[config.mk]
export PLATFORM = sky130hd
export DESIGN_NAME = pin_irq_controller
export DESIGN_NICKNAME = d
export VERILOG_FILES = /design/src/inc/pin_irq_pkg.sv /design/src/inc/pin_sense_if.sv /design/src/hw/pin_irq_controller.sv /design/src/hw/pin_sense_unit.sv
export SDC_FILE = /design/constraint.sdc
export NUM_CORES = 1
export LEC_CHECK = 0
export BUFFER_PORTS_ARGS = -buffer_cell sky130_fd_sc_hd__buf_4
export CAP_MARGIN = 20
export CORE_MARGIN = 2
export CORE_UTILIZATION = 52
export CTS_BUF_LIST = sky130_fd_sc_hd__clkbuf_4 sky130_fd_sc_hd__clkbuf_8
export DETAILED_ROUTE_END_ITERATION = 8
export GPL_TIMING_DRIVEN = 0
export PLACE_DENSITY = 0.8
export SYNTH_ARGS = -nofsm -noshare
export SYNTH_HDL_FRONTEND = slang
export SYNTH_SLANG_ARGS = --single-unit
export TNS_END_PERCENT = 5
[constraint.sdc]
create_clock -name aclk -period 5.6 [get_ports aclk]
set_clock_uncertainty 0.15 [all_clocks]
set_input_delay 1.12 -clock aclk [delete_from_list [all_inputs] [get_ports aclk]]
set_output_delay 1.12 -clock aclk [all_outputs]
set_load 0.005 [all_outputs]
[src/inc/pin_irq_pkg.sv]
/*
  Shared constants, types and helper functions of the external pin
  interrupt controller. Assumes a 32-bit AXI4-Lite register bus.
*/
package pin_irq_pkg;

  // ---------------------------------------------------------------
  // register map (byte addresses)
  // ---------------------------------------------------------------
  localparam logic [7:0] CTRL_OFS     = 8'h00;
  localparam logic [7:0] IEN_CLR_OFS  = 8'h08;
  localparam logic [7:0] IEN_SET_OFS  = 8'h0c;
  localparam logic [7:0] FLAGS_OFS    = 8'h10;
  localparam logic [7:0] LEVEL_OFS    = 8'h14;
  localparam logic [7:0] CFG_BASE_OFS = 8'h18;

  // ---------------------------------------------------------------
  // field positions, reset values, defaults
  // ---------------------------------------------------------------
  localparam int CTRL_SRST_BIT = 0;
  localparam int CTRL_EN_BIT   = 1;
  localparam int CTRL_FCLK_BIT = 2;
  localparam int CFG_FILT_BIT  = 3;
  localparam int CFG_FIELD_W   = 4;
  localparam int PINS_PER_CFG  = 8;
  localparam logic [31:0] REG_RESET = 32'h0000_0000;
  localparam int NUM_PINS_DEFAULT   = 18;
  localparam int FILTER_DIV_DEFAULT = 4;
  localparam logic [1:0] RESP_OKAY   = 2'h0;
  localparam logic [1:0] RESP_SLVERR = 2'h2;

  typedef enum logic [2:0] {
    SENSE_NONE, SENSE_RISE, SENSE_FALL, SENSE_BOTH, SENSE_HIGH, SENSE_LOW
  } sense_t;

  typedef enum {
    R_CTRL, R_IEN_CLR, R_IEN_SET, R_FLAGS, R_LEVEL, R_CFG, R_NONE
  } region_t;

  // majority of three samples
  function automatic logic maj3(input logic [2:0] s);
    return (s[0] & s[1]) | (s[0] & s[2]) | (s[1] & s[2]);
  endfunction

  // byte strobes to a bit mask
  function automatic logic [31:0] strb_mask(input logic [3:0] strb);
    logic [31:0] m;
    m = 32'h0000_0000;
    for (int b = 0; b < 4; b++) begin
      m[b*8 +: 8] = {8{strb[b]}};
    end
    return m;
  endfunction

endpackage

[src/inc/pin_sense_if.sv]
/*
  Bundle between the register side of the pin interrupt controller
  and its per-pin sense unit. Assumes both ends run on one clock.
*/
`timescale 1ns/10ps
interface pin_sense_if #(parameter int N = 18);
  logic [N-1:0]      pins;
  logic [N-1:0]      filt_on;
  logic [N-1:0][2:0] sense;
  logic              tick;
  logic              enable;
  logic              clear;
  logic [N-1:0]      hit;
  logic [N-1:0]      level;

  modport ctrl (output pins, filt_on, sense, tick, enable, clear,
                input  hit, level);
  modport unit (input  pins, filt_on, sense, tick, enable, clear,
                output hit, level);
endinterface

[src/hw/pin_irq_controller.sv]
/*
  External pin interrupt controller with an AXI4-Lite register slave.
  Assumes pins synchronous to aclk and a single master issuing at most
  one write and one read at a time.
*/
// Added by the designer: register access over AXI4-Lite.
// Notes on behaviour
// RULE1: software enables clocks, configures, then enables
// RULE2: filter clock on only after nonmaskable configuration
// RULE3: enable bit switches controller on and off
// RULE4: soft reset clears all registers, disables
// RULE5: sense field picks one of five triggers
// RULE6: matching trigger sets the pin flag
// RULE7: edge mode re-flags only on fresh edge
// RULE8: level mode re-flags at once if matching
// RULE9: filter active only when filter bit set
// RULE10: filter outputs majority of three samples
// RULE11: unfiltered detection needs no filter clock
// RULE12: one flag per pin, write one clears
// RULE13: flag requests interrupt only when enabled
// RULE14: irq high while any enabled flag set
`timescale 1ns/10ps
module pin_irq_controller
  import pin_irq_pkg::*;
#(
  parameter int NUM_PINS   = pin_irq_pkg::NUM_PINS_DEFAULT,
  parameter int FILTER_DIV = pin_irq_pkg::FILTER_DIV_DEFAULT
) (
  // clock and reset
  input  wire logic                aclk,
  input  wire logic                aresetn,
  // write address and data
  input  wire logic                awvalid,
  output      logic                awready,
  input  wire logic [7:0]          awaddr,
  input  wire logic                wvalid,
  output      logic                wready,
  input  wire logic [31:0]         wdata,
  input  wire logic [3:0]          wstrb,
  // write response
  output      logic                bvalid,
  input  wire logic                bready,
  output      logic [1:0]          bresp,
  // read
  input  wire logic                arvalid,
  output      logic                arready,
  input  wire logic [7:0]          araddr,
  output      logic                rvalid,
  input  wire logic                rready,
  output      logic [31:0]         rdata,
  output      logic [1:0]          rresp,
  // external pins and interrupt
  input  wire logic [NUM_PINS-1:0] pins,
  output      logic                irq
);
  import pin_irq_pkg::*;

  localparam int NCFG  = (NUM_PINS + PINS_PER_CFG - 1) / PINS_PER_CFG;
  localparam int DIV_W = $clog2(FILTER_DIV + 1);

  if (NUM_PINS < 1 || NUM_PINS > 32 || FILTER_DIV < 1) begin : g_bad
    $error("pin count must be 1..32 and filter divider at least 1");
  end

  logic [7:0]          aw_addr;
  logic [31:0]         w_data;
  logic [3:0]          w_strb;
  logic                enable;
  logic                fclk_on;
  logic [NUM_PINS-1:0] flags;
  logic [NUM_PINS-1:0] inten;
  logic [NUM_PINS-1:0] next_flags;
  logic [NUM_PINS-1:0] next_inten;
  logic [NUM_PINS-1:0] clr_vec;
  logic [31:0]         cfg [NCFG];
  logic [DIV_W-1:0]    div_cnt;
  logic                tick;
  logic                wr_go;
  logic                do_srst;
  logic [31:0]         wmask;
  logic [31:0]         wval;
  region_t             wr_reg;
  logic [31:0]         rd_word;
  pin_sense_if #(.N(NUM_PINS)) si ();

  // ---------------------------------------------------------------
  // address decode
  // ---------------------------------------------------------------
  function automatic region_t region_of(input logic [7:0] a);
    if (a[1:0] != 2'h0) begin
      return R_NONE;
    end else if (a == CTRL_OFS) begin
      return R_CTRL;
    end else if (a == IEN_CLR_OFS) begin
      return R_IEN_CLR;
    end else if (a == IEN_SET_OFS) begin
      return R_IEN_SET;
    end else if (a == FLAGS_OFS) begin
      return R_FLAGS;
    end else if (a == LEVEL_OFS) begin
      return R_LEVEL;
    end else if (a >= CFG_BASE_OFS && a < CFG_BASE_OFS + 8'(4 * NCFG)) begin
      return R_CFG;
    end else begin
      return R_NONE;
    end
  endfunction

  function automatic int cfg_idx(input logic [7:0] a);
    return int'((a - CFG_BASE_OFS) >> 2);
  endfunction

  assign wr_reg  = region_of(aw_addr);
  // both halves in and no answer out: true for exactly one cycle
  assign wr_go   = !awready && !wready && !bvalid;
  assign wmask   = strb_mask(w_strb);
  assign wval    = w_data & wmask;
  // a soft reset discards every other effect of the same write
  assign do_srst = wr_go && wr_reg == R_CTRL && wval[CTRL_SRST_BIT]; // RULE4

  // ---------------------------------------------------------------
  // AXI4-Lite write channels
  // ---------------------------------------------------------------
  always_ff @(posedge aclk) begin
    if (!aresetn) begin
      awready <= 1'b1;
      wready  <= 1'b1;
      bvalid  <= 1'b0;
      bresp   <= RESP_OKAY;
      aw_addr <= 8'h00;
      w_data  <= REG_RESET;
      w_strb  <= 4'h0;
    end else begin
      if (awvalid && awready) begin
        aw_addr <= awaddr;
        awready <= 1'b0;
      end
      if (wvalid && wready) begin
        w_data <= wdata;
        w_strb <= wstrb;
        wready <= 1'b0;
      end
      if (wr_go) begin
        bvalid <= 1'b1;
        bresp  <= (wr_reg == R_NONE) ? RESP_SLVERR : RESP_OKAY;
      end else if (bvalid && bready) begin
        bvalid  <= 1'b0;
        awready <= 1'b1;
        wready  <= 1'b1;
      end
    end
  end

  // ---------------------------------------------------------------
  // AXI4-Lite read channels
  // ---------------------------------------------------------------
  always_comb begin
    rd_word = 32'h0000_0000;
    case (region_of(araddr))
      R_CTRL: begin
        rd_word[CTRL_EN_BIT]   = enable;
        rd_word[CTRL_FCLK_BIT] = fclk_on;
      end
      R_IEN_CLR: rd_word[NUM_PINS-1:0] = inten;
      R_IEN_SET: rd_word[NUM_PINS-1:0] = inten;
      R_FLAGS:   rd_word[NUM_PINS-1:0] = flags;
      R_LEVEL:   rd_word[NUM_PINS-1:0] = si.level;
      R_CFG:     rd_word = cfg[cfg_idx(araddr)];
      default:   rd_word = 32'h0000_0000;
    endcase
  end

  always_ff @(posedge aclk) begin
    if (!aresetn) begin
      arready <= 1'b1;
      rvalid  <= 1'b0;
      rdata   <= REG_RESET;
      rresp   <= RESP_OKAY;
    end else if (arvalid && arready) begin
      arready <= 1'b0;
      rvalid  <= 1'b1;
      rdata   <= rd_word;
      rresp   <= (region_of(araddr) == R_NONE) ? RESP_SLVERR : RESP_OKAY;
    end else if (rvalid && rready) begin
      arready <= 1'b1;
      rvalid  <= 1'b0;
    end
  end

  // ---------------------------------------------------------------
  // control and pin configuration
  // ---------------------------------------------------------------
  always_ff @(posedge aclk) begin
    if (!aresetn || do_srst) begin // RULE4
      enable  <= 1'b0;
      fclk_on <= 1'b0;
    end else if (wr_go && wr_reg == R_CTRL) begin
      if (wmask[CTRL_EN_BIT]) begin
        enable <= w_data[CTRL_EN_BIT]; // RULE3
      end
      if (wmask[CTRL_FCLK_BIT]) begin
        fclk_on <= w_data[CTRL_FCLK_BIT];
      end
    end
  end

  always_ff @(posedge aclk) begin
    for (int k = 0; k < NCFG; k++) begin
      if (!aresetn || do_srst) begin
        cfg[k] <= REG_RESET;
      end else if (wr_go && wr_reg == R_CFG && cfg_idx(aw_addr) == k) begin
        cfg[k] <= (cfg[k] & ~wmask) | wval;
      end
    end
  end

  always_comb begin
    si.sense   = '0;
    si.filt_on = '0;
    for (int p = 0; p < NUM_PINS; p++) begin
      si.sense[p] =
        cfg[p / PINS_PER_CFG][(p % PINS_PER_CFG) * CFG_FIELD_W +: 3]; // RULE5
      si.filt_on[p] =
        cfg[p / PINS_PER_CFG][(p % PINS_PER_CFG) * CFG_FIELD_W + CFG_FILT_BIT];
    end
  end

  // ---------------------------------------------------------------
  // filter-rate divider
  // ---------------------------------------------------------------
  // stopping it freezes filtered pins only; unfiltered ones keep working
  always_ff @(posedge aclk) begin
    if (!aresetn || do_srst || !fclk_on) begin
      div_cnt <= '0;
      tick    <= 1'b0;
    end else if (div_cnt == DIV_W'(FILTER_DIV - 1)) begin
      div_cnt <= '0;
      tick    <= 1'b1;
    end else begin
      div_cnt <= div_cnt + 1'b1;
      tick    <= 1'b0;
    end
  end

  // ---------------------------------------------------------------
  // sense unit
  // ---------------------------------------------------------------
  assign si.pins   = pins;
  assign si.tick   = tick;
  assign si.enable = enable; // RULE3
  assign si.clear  = do_srst;

  pin_sense_unit #(.N(NUM_PINS)) u_sense (
    .aclk    (aclk),
    .aresetn (aresetn),
    .si      (si.unit)
  );

  // ---------------------------------------------------------------
  // flags, enables, interrupt
  // ---------------------------------------------------------------
  // a hit in the cycle of its clear wins, so a held level re-flags
  always_comb begin
    clr_vec    = (wr_go && wr_reg == R_FLAGS) ? wval[NUM_PINS-1:0] : '0;
    next_flags = (flags & ~clr_vec) | si.hit; // RULE6 RULE12
    next_inten = inten;
    if (wr_go && wr_reg == R_IEN_SET) begin
      next_inten = inten | wval[NUM_PINS-1:0];
    end else if (wr_go && wr_reg == R_IEN_CLR) begin
      next_inten = inten & ~wval[NUM_PINS-1:0];
    end
  end

  always_ff @(posedge aclk) begin
    if (!aresetn || do_srst) begin
      flags <= '0;
      inten <= '0;
    end else begin
      flags <= next_flags;
      inten <= next_inten;
    end
  end

  always_ff @(posedge aclk) begin
    if (!aresetn || do_srst) begin
      irq <= 1'b0;
    end else begin
      irq <= |(next_flags & next_inten); // RULE13 RULE14
    end
  end
endmodule

[src/hw/pin_sense_unit.sv]
/*
  Per-pin trigger detection with optional majority filter.
  Assumes pins are synchronous to aclk and tick is a one-cycle
  filter-rate enable pulse.
*/
`timescale 1ns/10ps
module pin_sense_unit #(
  parameter int N = 18
) (
  // clock and reset
  input wire logic aclk,
  input wire logic aresetn,
  // sense bundle
  pin_sense_if.unit si
);
  import pin_irq_pkg::*;

  logic [N-1:0]      prev_raw;
  logic [N-1:0]      prev_filt;
  logic [N-1:0][2:0] smp;
  logic              tick_d;
  logic [N-1:0]      val;
  logic [N-1:0]      prv;
  logic [N-1:0]      fresh;

  // ---------------------------------------------------------------
  // unfiltered history, every aclk
  // ---------------------------------------------------------------
  always_ff @(posedge aclk) begin
    if (!aresetn || si.clear) begin
      prev_raw <= '0;
    end else begin
      prev_raw <= si.pins; // RULE11
    end
  end

  // ---------------------------------------------------------------
  // majority filter, sampled only on the filter tick
  // ---------------------------------------------------------------
  always_ff @(posedge aclk) begin
    if (!aresetn || si.clear) begin
      smp       <= '0;
      prev_filt <= '0;
      tick_d    <= 1'b0;
    end else begin
      tick_d <= si.tick;
      for (int i = 0; i < N; i++) begin
        if (si.tick) begin
          smp[i]       <= {smp[i][1:0], si.pins[i]}; // RULE10
          prev_filt[i] <= maj3(smp[i]);
        end
      end
    end
  end

  // ---------------------------------------------------------------
  // trigger selection
  // ---------------------------------------------------------------
  // a filtered edge is judged only in the cycle after a tick, so one
  // filtered transition yields exactly one hit
  always_comb begin
    val   = '0;
    prv   = '0;
    fresh = '0;
    si.hit   = '0;
    si.level = '0;
    for (int i = 0; i < N; i++) begin
      val[i]   = si.filt_on[i] ? maj3(smp[i]) : si.pins[i]; // RULE9
      prv[i]   = si.filt_on[i] ? prev_filt[i] : prev_raw[i];
      fresh[i] = si.filt_on[i] ? tick_d : 1'b1;
      si.level[i] = val[i];
      case (sense_t'(si.sense[i])) // RULE5
        SENSE_RISE: si.hit[i] = fresh[i] & val[i] & ~prv[i]; // RULE7
        SENSE_FALL: si.hit[i] = fresh[i] & ~val[i] & prv[i];
        SENSE_BOTH: si.hit[i] = fresh[i] & (val[i] ^ prv[i]);
        SENSE_HIGH: si.hit[i] = val[i]; // RULE8
        SENSE_LOW:  si.hit[i] = ~val[i];
        default:    si.hit[i] = 1'b0;
      endcase
      si.hit[i] = si.hit[i] & si.enable;
    end
  end

  for (genvar i = 0; i < N; i++) begin : g_chk

  end
endmodule

==> results.toml, run 1 <==
[power]
peakVddDrop_uv = 181.1
power.total_mw = 5.039
power_density_nw_per_um2 = 284.4
p_leak_nw = 6.316

[global_route]
grtUsageMet1_pct = 40.65
grt_max_degree = 33
use_met2_pct = 49.11
grt_antenna_before_repair = 2
grt_use_total_pct = 31.31
grt_overflow = 0
grt_util_met3_pct = 6.527
grt_pass1_wl_mm = 73.61
grt_busiest_layer = "met2"
grt_pass1_vias = 13080

[logic_synthesis]
syn_area_per_cell_sq_um = 9.292
syn_inst = 1633
yosys_warnings = 0
synthTopCellsByArea = "dfxtp_1 (29%), edfxtp_1 (19%), mux2i_1 (8.6%), a21oi_1 (5.1%), nand2_1 (4.6%)"
async_reset_ff_share_pct = 0
synth-seq-area-share_pct = 47.63
synth-edff-count = 96
synthFlopType = "dfxtp_1"
synth_top_area_share_pct = 28.63
ys_seq_elements = 313
synth.distinct_cells = 69
synth_area_sq_um = 15170
yosys.area.top_type = "dfxtp_1"

[clock_network]
clk_path_buf_depth = 3
clk_pin_slew_worst_paths_ns = 0.06
cts_hold_buf = 0
cts_buffers = 52
cts-root-buf = "clkbuf_8"
htreeDepth = 2
tritoncts = "done"
clk_latency_ns = 0.59
clock_sinks = 313
cts_resized = 0
cts_setup_buffers = 0

[worst_setup_path]
end_kind = "flip-flop"
crit_type = "reg -> reg"
cp.required_ns = 5.57
crit_fanout = 32
start_kind = "flip-flop"
worstPathArrival_ns = 4.33

[routing]
ant_nets = 0
drtIter0Drc = 1491
wirelength_mm = 48.80
route.vias.total = 13500
via_per_inst = 6.055
wl_per_cell_microns = 21.89
dr.pass1.iters = 6
drc = 0

[sta]
hold_violations = 0
finalSetupViolations = 0
post-route-min-period_ns = 4.364
setup-tns-final_ns = 0
slew_headroom_pct = 32.28
hold_ws_ns = 0.2924
slew_violations = 0
rsz0062_at_grt = "no"
timing.final.crit_share_pct = 77.92
fmax_mhz = 229.2
tightest_slew_ns = 1.016

[floorplan]
rows = 62
die_h_microns = 174.8
die_w_microns = 174.8
dieArea_sq_um = 30560
io_pins = 119
core_sq_um = 28700
start_util_pct = 52.87

[job]
cap_viol_max_count = 0

[min_path]
worstHoldPathType = "reg -> reg"

[place]
dp_hpwl_mm = 36.58
dpl_cell_area_sq_um = 16600
place_congestion = 0.9988
portBuffers = 114

[layout]
final_cell_mix = "dfxtp_1 (217), nand2_1 (185), a21oi_1 (156)"
fin_util_pct = 61.73
n_antenna_cell = 0
syn_to_final_growth_pct = 16.75
final_common_cell = "dfxtp_1"
fin_area_sq_um = 17720
nNetsFinal = 1884
final_layout_size_suffix_gt1_share_pct = 13.77

[status]
outcome = "finished clean"
-- worst paths after layout --
check	cells after the start	end	slack, ns	startpoint
worst max-delay path	8	cfg[0][9]$_SDFFCE_PN0P_	1.24	aw_addr[2]$_SDFFE_PN0P_
worst min-delay path	1	div_cnt[0]$_SDFF_PP0_	0.29	div_cnt[0]$_SDFF_PP0_
worst max register to register	8	cfg[0][9]$_SDFFCE_PN0P_	1.24	aw_addr[2]$_SDFFE_PN0P_
worst min register to register	1	div_cnt[0]$_SDFF_PP0_	0.29	div_cnt[0]$_SDFF_PP0_
-- per-stage QoR --
stage	worst slack, ns	std cells
3_3_place_gp	-0.6628	2132
4_1_cts	1.389	2229
2_1_floorplan	0.8498	1634
6_report	1.236	2229
5_1_grt	1.070	2229
3_5_place_dp	1.243	2134
-- state kept, by name, indices dropped and copies added, names as in the netlist --
name,count
rvalid,1
u_sense.tick_d,1
bvalid,1
inten,18
w_data,32
flags,18
div_cnt,3
bresp,1
awready,1
arready,1
u_sense.smp,54
enable,1
wready,1
si.tick,1
rresp,1
u_sense.prev_raw,18
cfg,96
w_strb,4
rdata,32
irq,1
aw_addr,8
fclk_on,1
u_sense.prev_filt,18
-- final cells by class --
class,instances,area (sq um)
well taps,384,480.5
clock buffers,85,1013
plain buffers,112,473.0
repair buffers,116,910.9
clock inverters,10,106.4
multi-input cells,1186,7420
inverters,23,86.33
fillers,2456,10990
flip-flops and latches,313,7227
-- Yosys cell counts, drive strengths merged (14+ instances only) --
cell type and instances:
edfxtp 96, nand3 29, mux2i 131, and2 47, nand2b 99, a21oi 156
a22oi 16, nand3b 14, nand2 186, o31ai 26, inv 23, dfxtp 217
buf 24, o21ai 75, o2111ai 14, maj3 18, a21boi 62, a31oi 16
clkbuf 88, nor2 135, nor2b 22
-- cell families (layout without fill, tap and decap cells) --
| family | Yosys count | in the layout | share of synthesized area [%] |
|---|---|---|---|
| other | 1 | 2 | 0.02471 |
| XOR/XNOR | 11 | 11 | 0.6349 |
| adder cells (fa/ha/maj) | 21 | 21 | 1.435 |
| multiplexers | 138 | 138 | 9.161 |
| flip-flops | 313 | 313 | 47.63 |
| AO/OA/AOI/OAI | 429 | 429 | 18.07 |
| AND/OR/NAND/NOR | 585 | 585 | 19.36 |
| buffers and inverters | 135 | 346 | 3.686 |
-- metal layers --
layer,part of all wire (%),wire (microns),up-vias
li1,-,-,6184
met1,40,19350,6408
met2,45,21780,745
met3,10,4863,157
met4,5.7,2800,2
met5,0.020,10,-
-- report_power, final --
| part | total, mW | internal, mW | switching (mW) | leakage [nW] |
|---|---|---|---|---|
| Sequential | 2.44 | 2.39 | 0.0524 | 2.75 |
| Clock | 2.18 | 1.23 | 0.949 | 0.603 |
| Combinational | 0.414 | 0.154 | 0.260 | 2.96 |
-- worst max-delay path, stage by stage, from the launching register on --
cell      delay, ns
dfxtp_1        0.36
clkbuf_1       0.49
o311ai_0       0.32
a22oi_2        0.48
nor2_1         0.21
nand2_1        0.13
o21a_1         0.46
clkbuf_1       0.58
nand2_2        0.70
Power figures use the tool's default switching activity.
==> inputs of run 2 (changes only) <==
==> constraint.sdc (replaced) <==
create_clock -name aclk -period 4.3 [get_ports aclk]
set_clock_uncertainty 0.15 [all_clocks]
set_input_delay 0.86 -clock aclk [delete_from_list [all_inputs] [get_ports aclk]]
set_output_delay 0.86 -clock aclk [all_outputs]
set_load 0.005 [all_outputs]
==> results.toml, run 2 (synthesis results as in run 1) <==
[status]
outcome = "finished clean"

[routing]
route.vias.total = 13520
dr.pass1.iters = 6
drtIter0Drc = 1447
ant_nets = 0
wirelength_mm = 49.26
via_per_inst = 6.056
wl_per_cell_microns = 22.07
drc = 0

[place]
portBuffers = 114
dp_cells = 2134
place_congestion = 0.9754
dp_hpwl_mm = 37.03

[clock_network]
clock_sinks = 313
clk_pin_slew_worst_paths_ns = 0.06
cts_setup_buffers = 0
tritoncts = "done"
cts_buffers = 52
htreeDepth = 2
cts-root-buf = "clkbuf_8"
clk_latency_ns = 0.61
clk_path_buf_depth = 3

[sta]
rsz0062_at_grt = "no"
post-route-min-period_ns = 3.917
timing.final.crit_share_pct = 91.09
setup-tns-final_ns = 0
slew_headroom_pct = 36.41
tightest_slew_ns = 0.9538
finalSetupViolations = 0
slew_violations = 0
hold_violations = 0
fmax_mhz = 255.3
hold_ws_ns = 0.2683

[layout]
nNetsFinal = 1884
final_cell_mix = "dfxtp_1 (217), nand2_1 (185), a21oi_1 (156)"
largest_reg_flops = 96
final_cells = 2232
regMostFlops = "cfg"
final_layout_size_suffix_gt1_share_pct = 13.42
top_regs = "cfg: 96 flops, u_sense.smp: 54 flops"
syn_to_final_growth_pct = 16.51
final_common_cell = "dfxtp_1"
n_antenna_cell = 0

[worst_setup_path]
crit_fanout = 10
reg2reg_from = "aw_addr[5]$_SDFFE_PN0P_"
cp.required_ns = 4.60
cp_cell_sequence = "buf_4, nor3_2, and2_1, a22oi_2, nor2_1, nand2_1, o21ai_1, clkbuf_1, buf_1, nor2_1"
crit_type = "reg -> reg"
rr_endpoint = "fclk_on$_SDFFE_PP0P_"
crit_top_cell = "nor2_1"
slowest_delay_ns = 0.62
crit_end = "fclk_on$_SDFFE_PP0P_"
rr_worst_depth = 10
setup.worst_path.start = "aw_addr[5]$_SDFFE_PN0P_"
r2r_slack_ns = 0.38
start_kind = "flip-flop"
critPathSlowestCell = "clkbuf_1"
worstPathArrival_ns = 4.22
end_kind = "flip-flop"

[job]
cap_viol_max_count = 0

[floorplan]
dieArea_sq_um = 30560
core_sq_um = 28700
rows = 62
die_h_microns = 174.8
start_util_pct = 52.87
die_w_microns = 174.8
io_pins = 119

[global_route]
grt_pass1_vias = 13230
grt_antenna_before_repair = 1
grt_overflow = 0
grt_use_total_pct = 31.94
grt_pass1_wl_mm = 75.24
grt_max_degree = 33

[power]
peakVddDrop_uv = 205.6
power.total_mw = 6.441
power_density_nw_per_um2 = 364.3
p_leak_nw = 6.291

[min_path]
worstHoldPathType = "reg -> reg"
[run 2: cell types whose count changed in the layout (fill, tap and decap cells not counted)]
| cell | previous run | this run |
|---|---|---|
| nand2_2 | 1 | 0 |
| inv_8 | 0 | 1 |
| clkinv_1 | 0 | 10 |
| bufinv_16 | 2 | 0 |
| clkbuf_1 | 88 | 87 |
| nand2_4 | 0 | 1 |
| clkbuf_2 | 0 | 1 |
| clkbuf_8 | 60 | 62 |
| clkbuf_4 | 25 | 17 |
[run 2: worst max-delay path, delay by kind of cell, from the launching register on]
| family | cells | cell delay, ns |
|---|---|---|
| flip-flops | 1 | 0.31 |
| AND/OR/NAND/NOR | 5 | 1.28 |
| buffers and inverters | 3 | 1.39 |
| AO/OA/AOI/OAI | 2 | 0.63 |
[run 2: through the flow]
| step | setup WS, ns | util (%) | area [sq um] |
|---|---|---|---|
| 5_1_grt | 0.1347 | 61.60 | 17680 |
| 6_report | 0.3833 | 61.60 | 17680 |
| 3_5_place_dp | -0.02236 | 57.82 | 16600 |
| 4_1_cts | 0.1753 | 61.59 | 17680 |
| 3_3_place_gp | -2.051 | 57.55 | 16520 |
| 2_1_floorplan | -0.3301 | - | 15180 |
[run 2: final cells by class]
class | count | area [sq um]
well taps | 384 | 480.5
clock inverters | 19 | 95.09
fillers | 2485 | 11020
plain buffers | 112 | 474.2
flip-flops and latches | 313 | 7227
inverters | 23 | 86.33
repair buffers | 116 | 910.9
clock buffers | 79 | 980.9
multi-input cells | 1186 | 7425
[run 2: timing repair]
action | CTS | global route
resized for setup | 1 | 2
hold buffers | 0 | 0
endpoints found under the setup margin | 32 | 67
endpoints found under the hold margin | 0 | 0
[run 2: metal layers]
metal  track usage (%)  vias up  part of all wire (%)
met3             6.266      158                   9.1
met2             51.22      695                    45
met4             16.56        2                   5.6
li1                  -     6173                     -
met1             41.06     6489                    40
met5                 0        -                 0.030
[run 2: worst min-delay path by stage]
stage,startpoint,end,slack (ns),depth (start not counted)
after floorplan,div_cnt[0]$_SDFF_PP0_,div_cnt[0]$_SDFF_PP0_,0.25,1
after detailed placement,div_cnt[0]$_SDFF_PP0_,div_cnt[0]$_SDFF_PP0_,0.26,1
after CTS,div_cnt[0]$_SDFF_PP0_,div_cnt[0]$_SDFF_PP0_,0.27,1
final,div_cnt[0]$_SDFF_PP0_,div_cnt[0]$_SDFF_PP0_,0.27,1
after global placement,div_cnt[0]$_SDFF_PP0_,div_cnt[0]$_SDFF_PP0_,0.26,1
after global routing,div_cnt[0]$_SDFF_PP0_,div_cnt[0]$_SDFF_PP0_,0.30,1
[run 2: power breakdown]
part           internal, mW  switching, mW  total [mW]
combinational         0.201          0.344       0.545
sequential             3.11         0.0694        3.18
clock                  1.46           1.25        2.72
total                  4.77           1.67        6.44
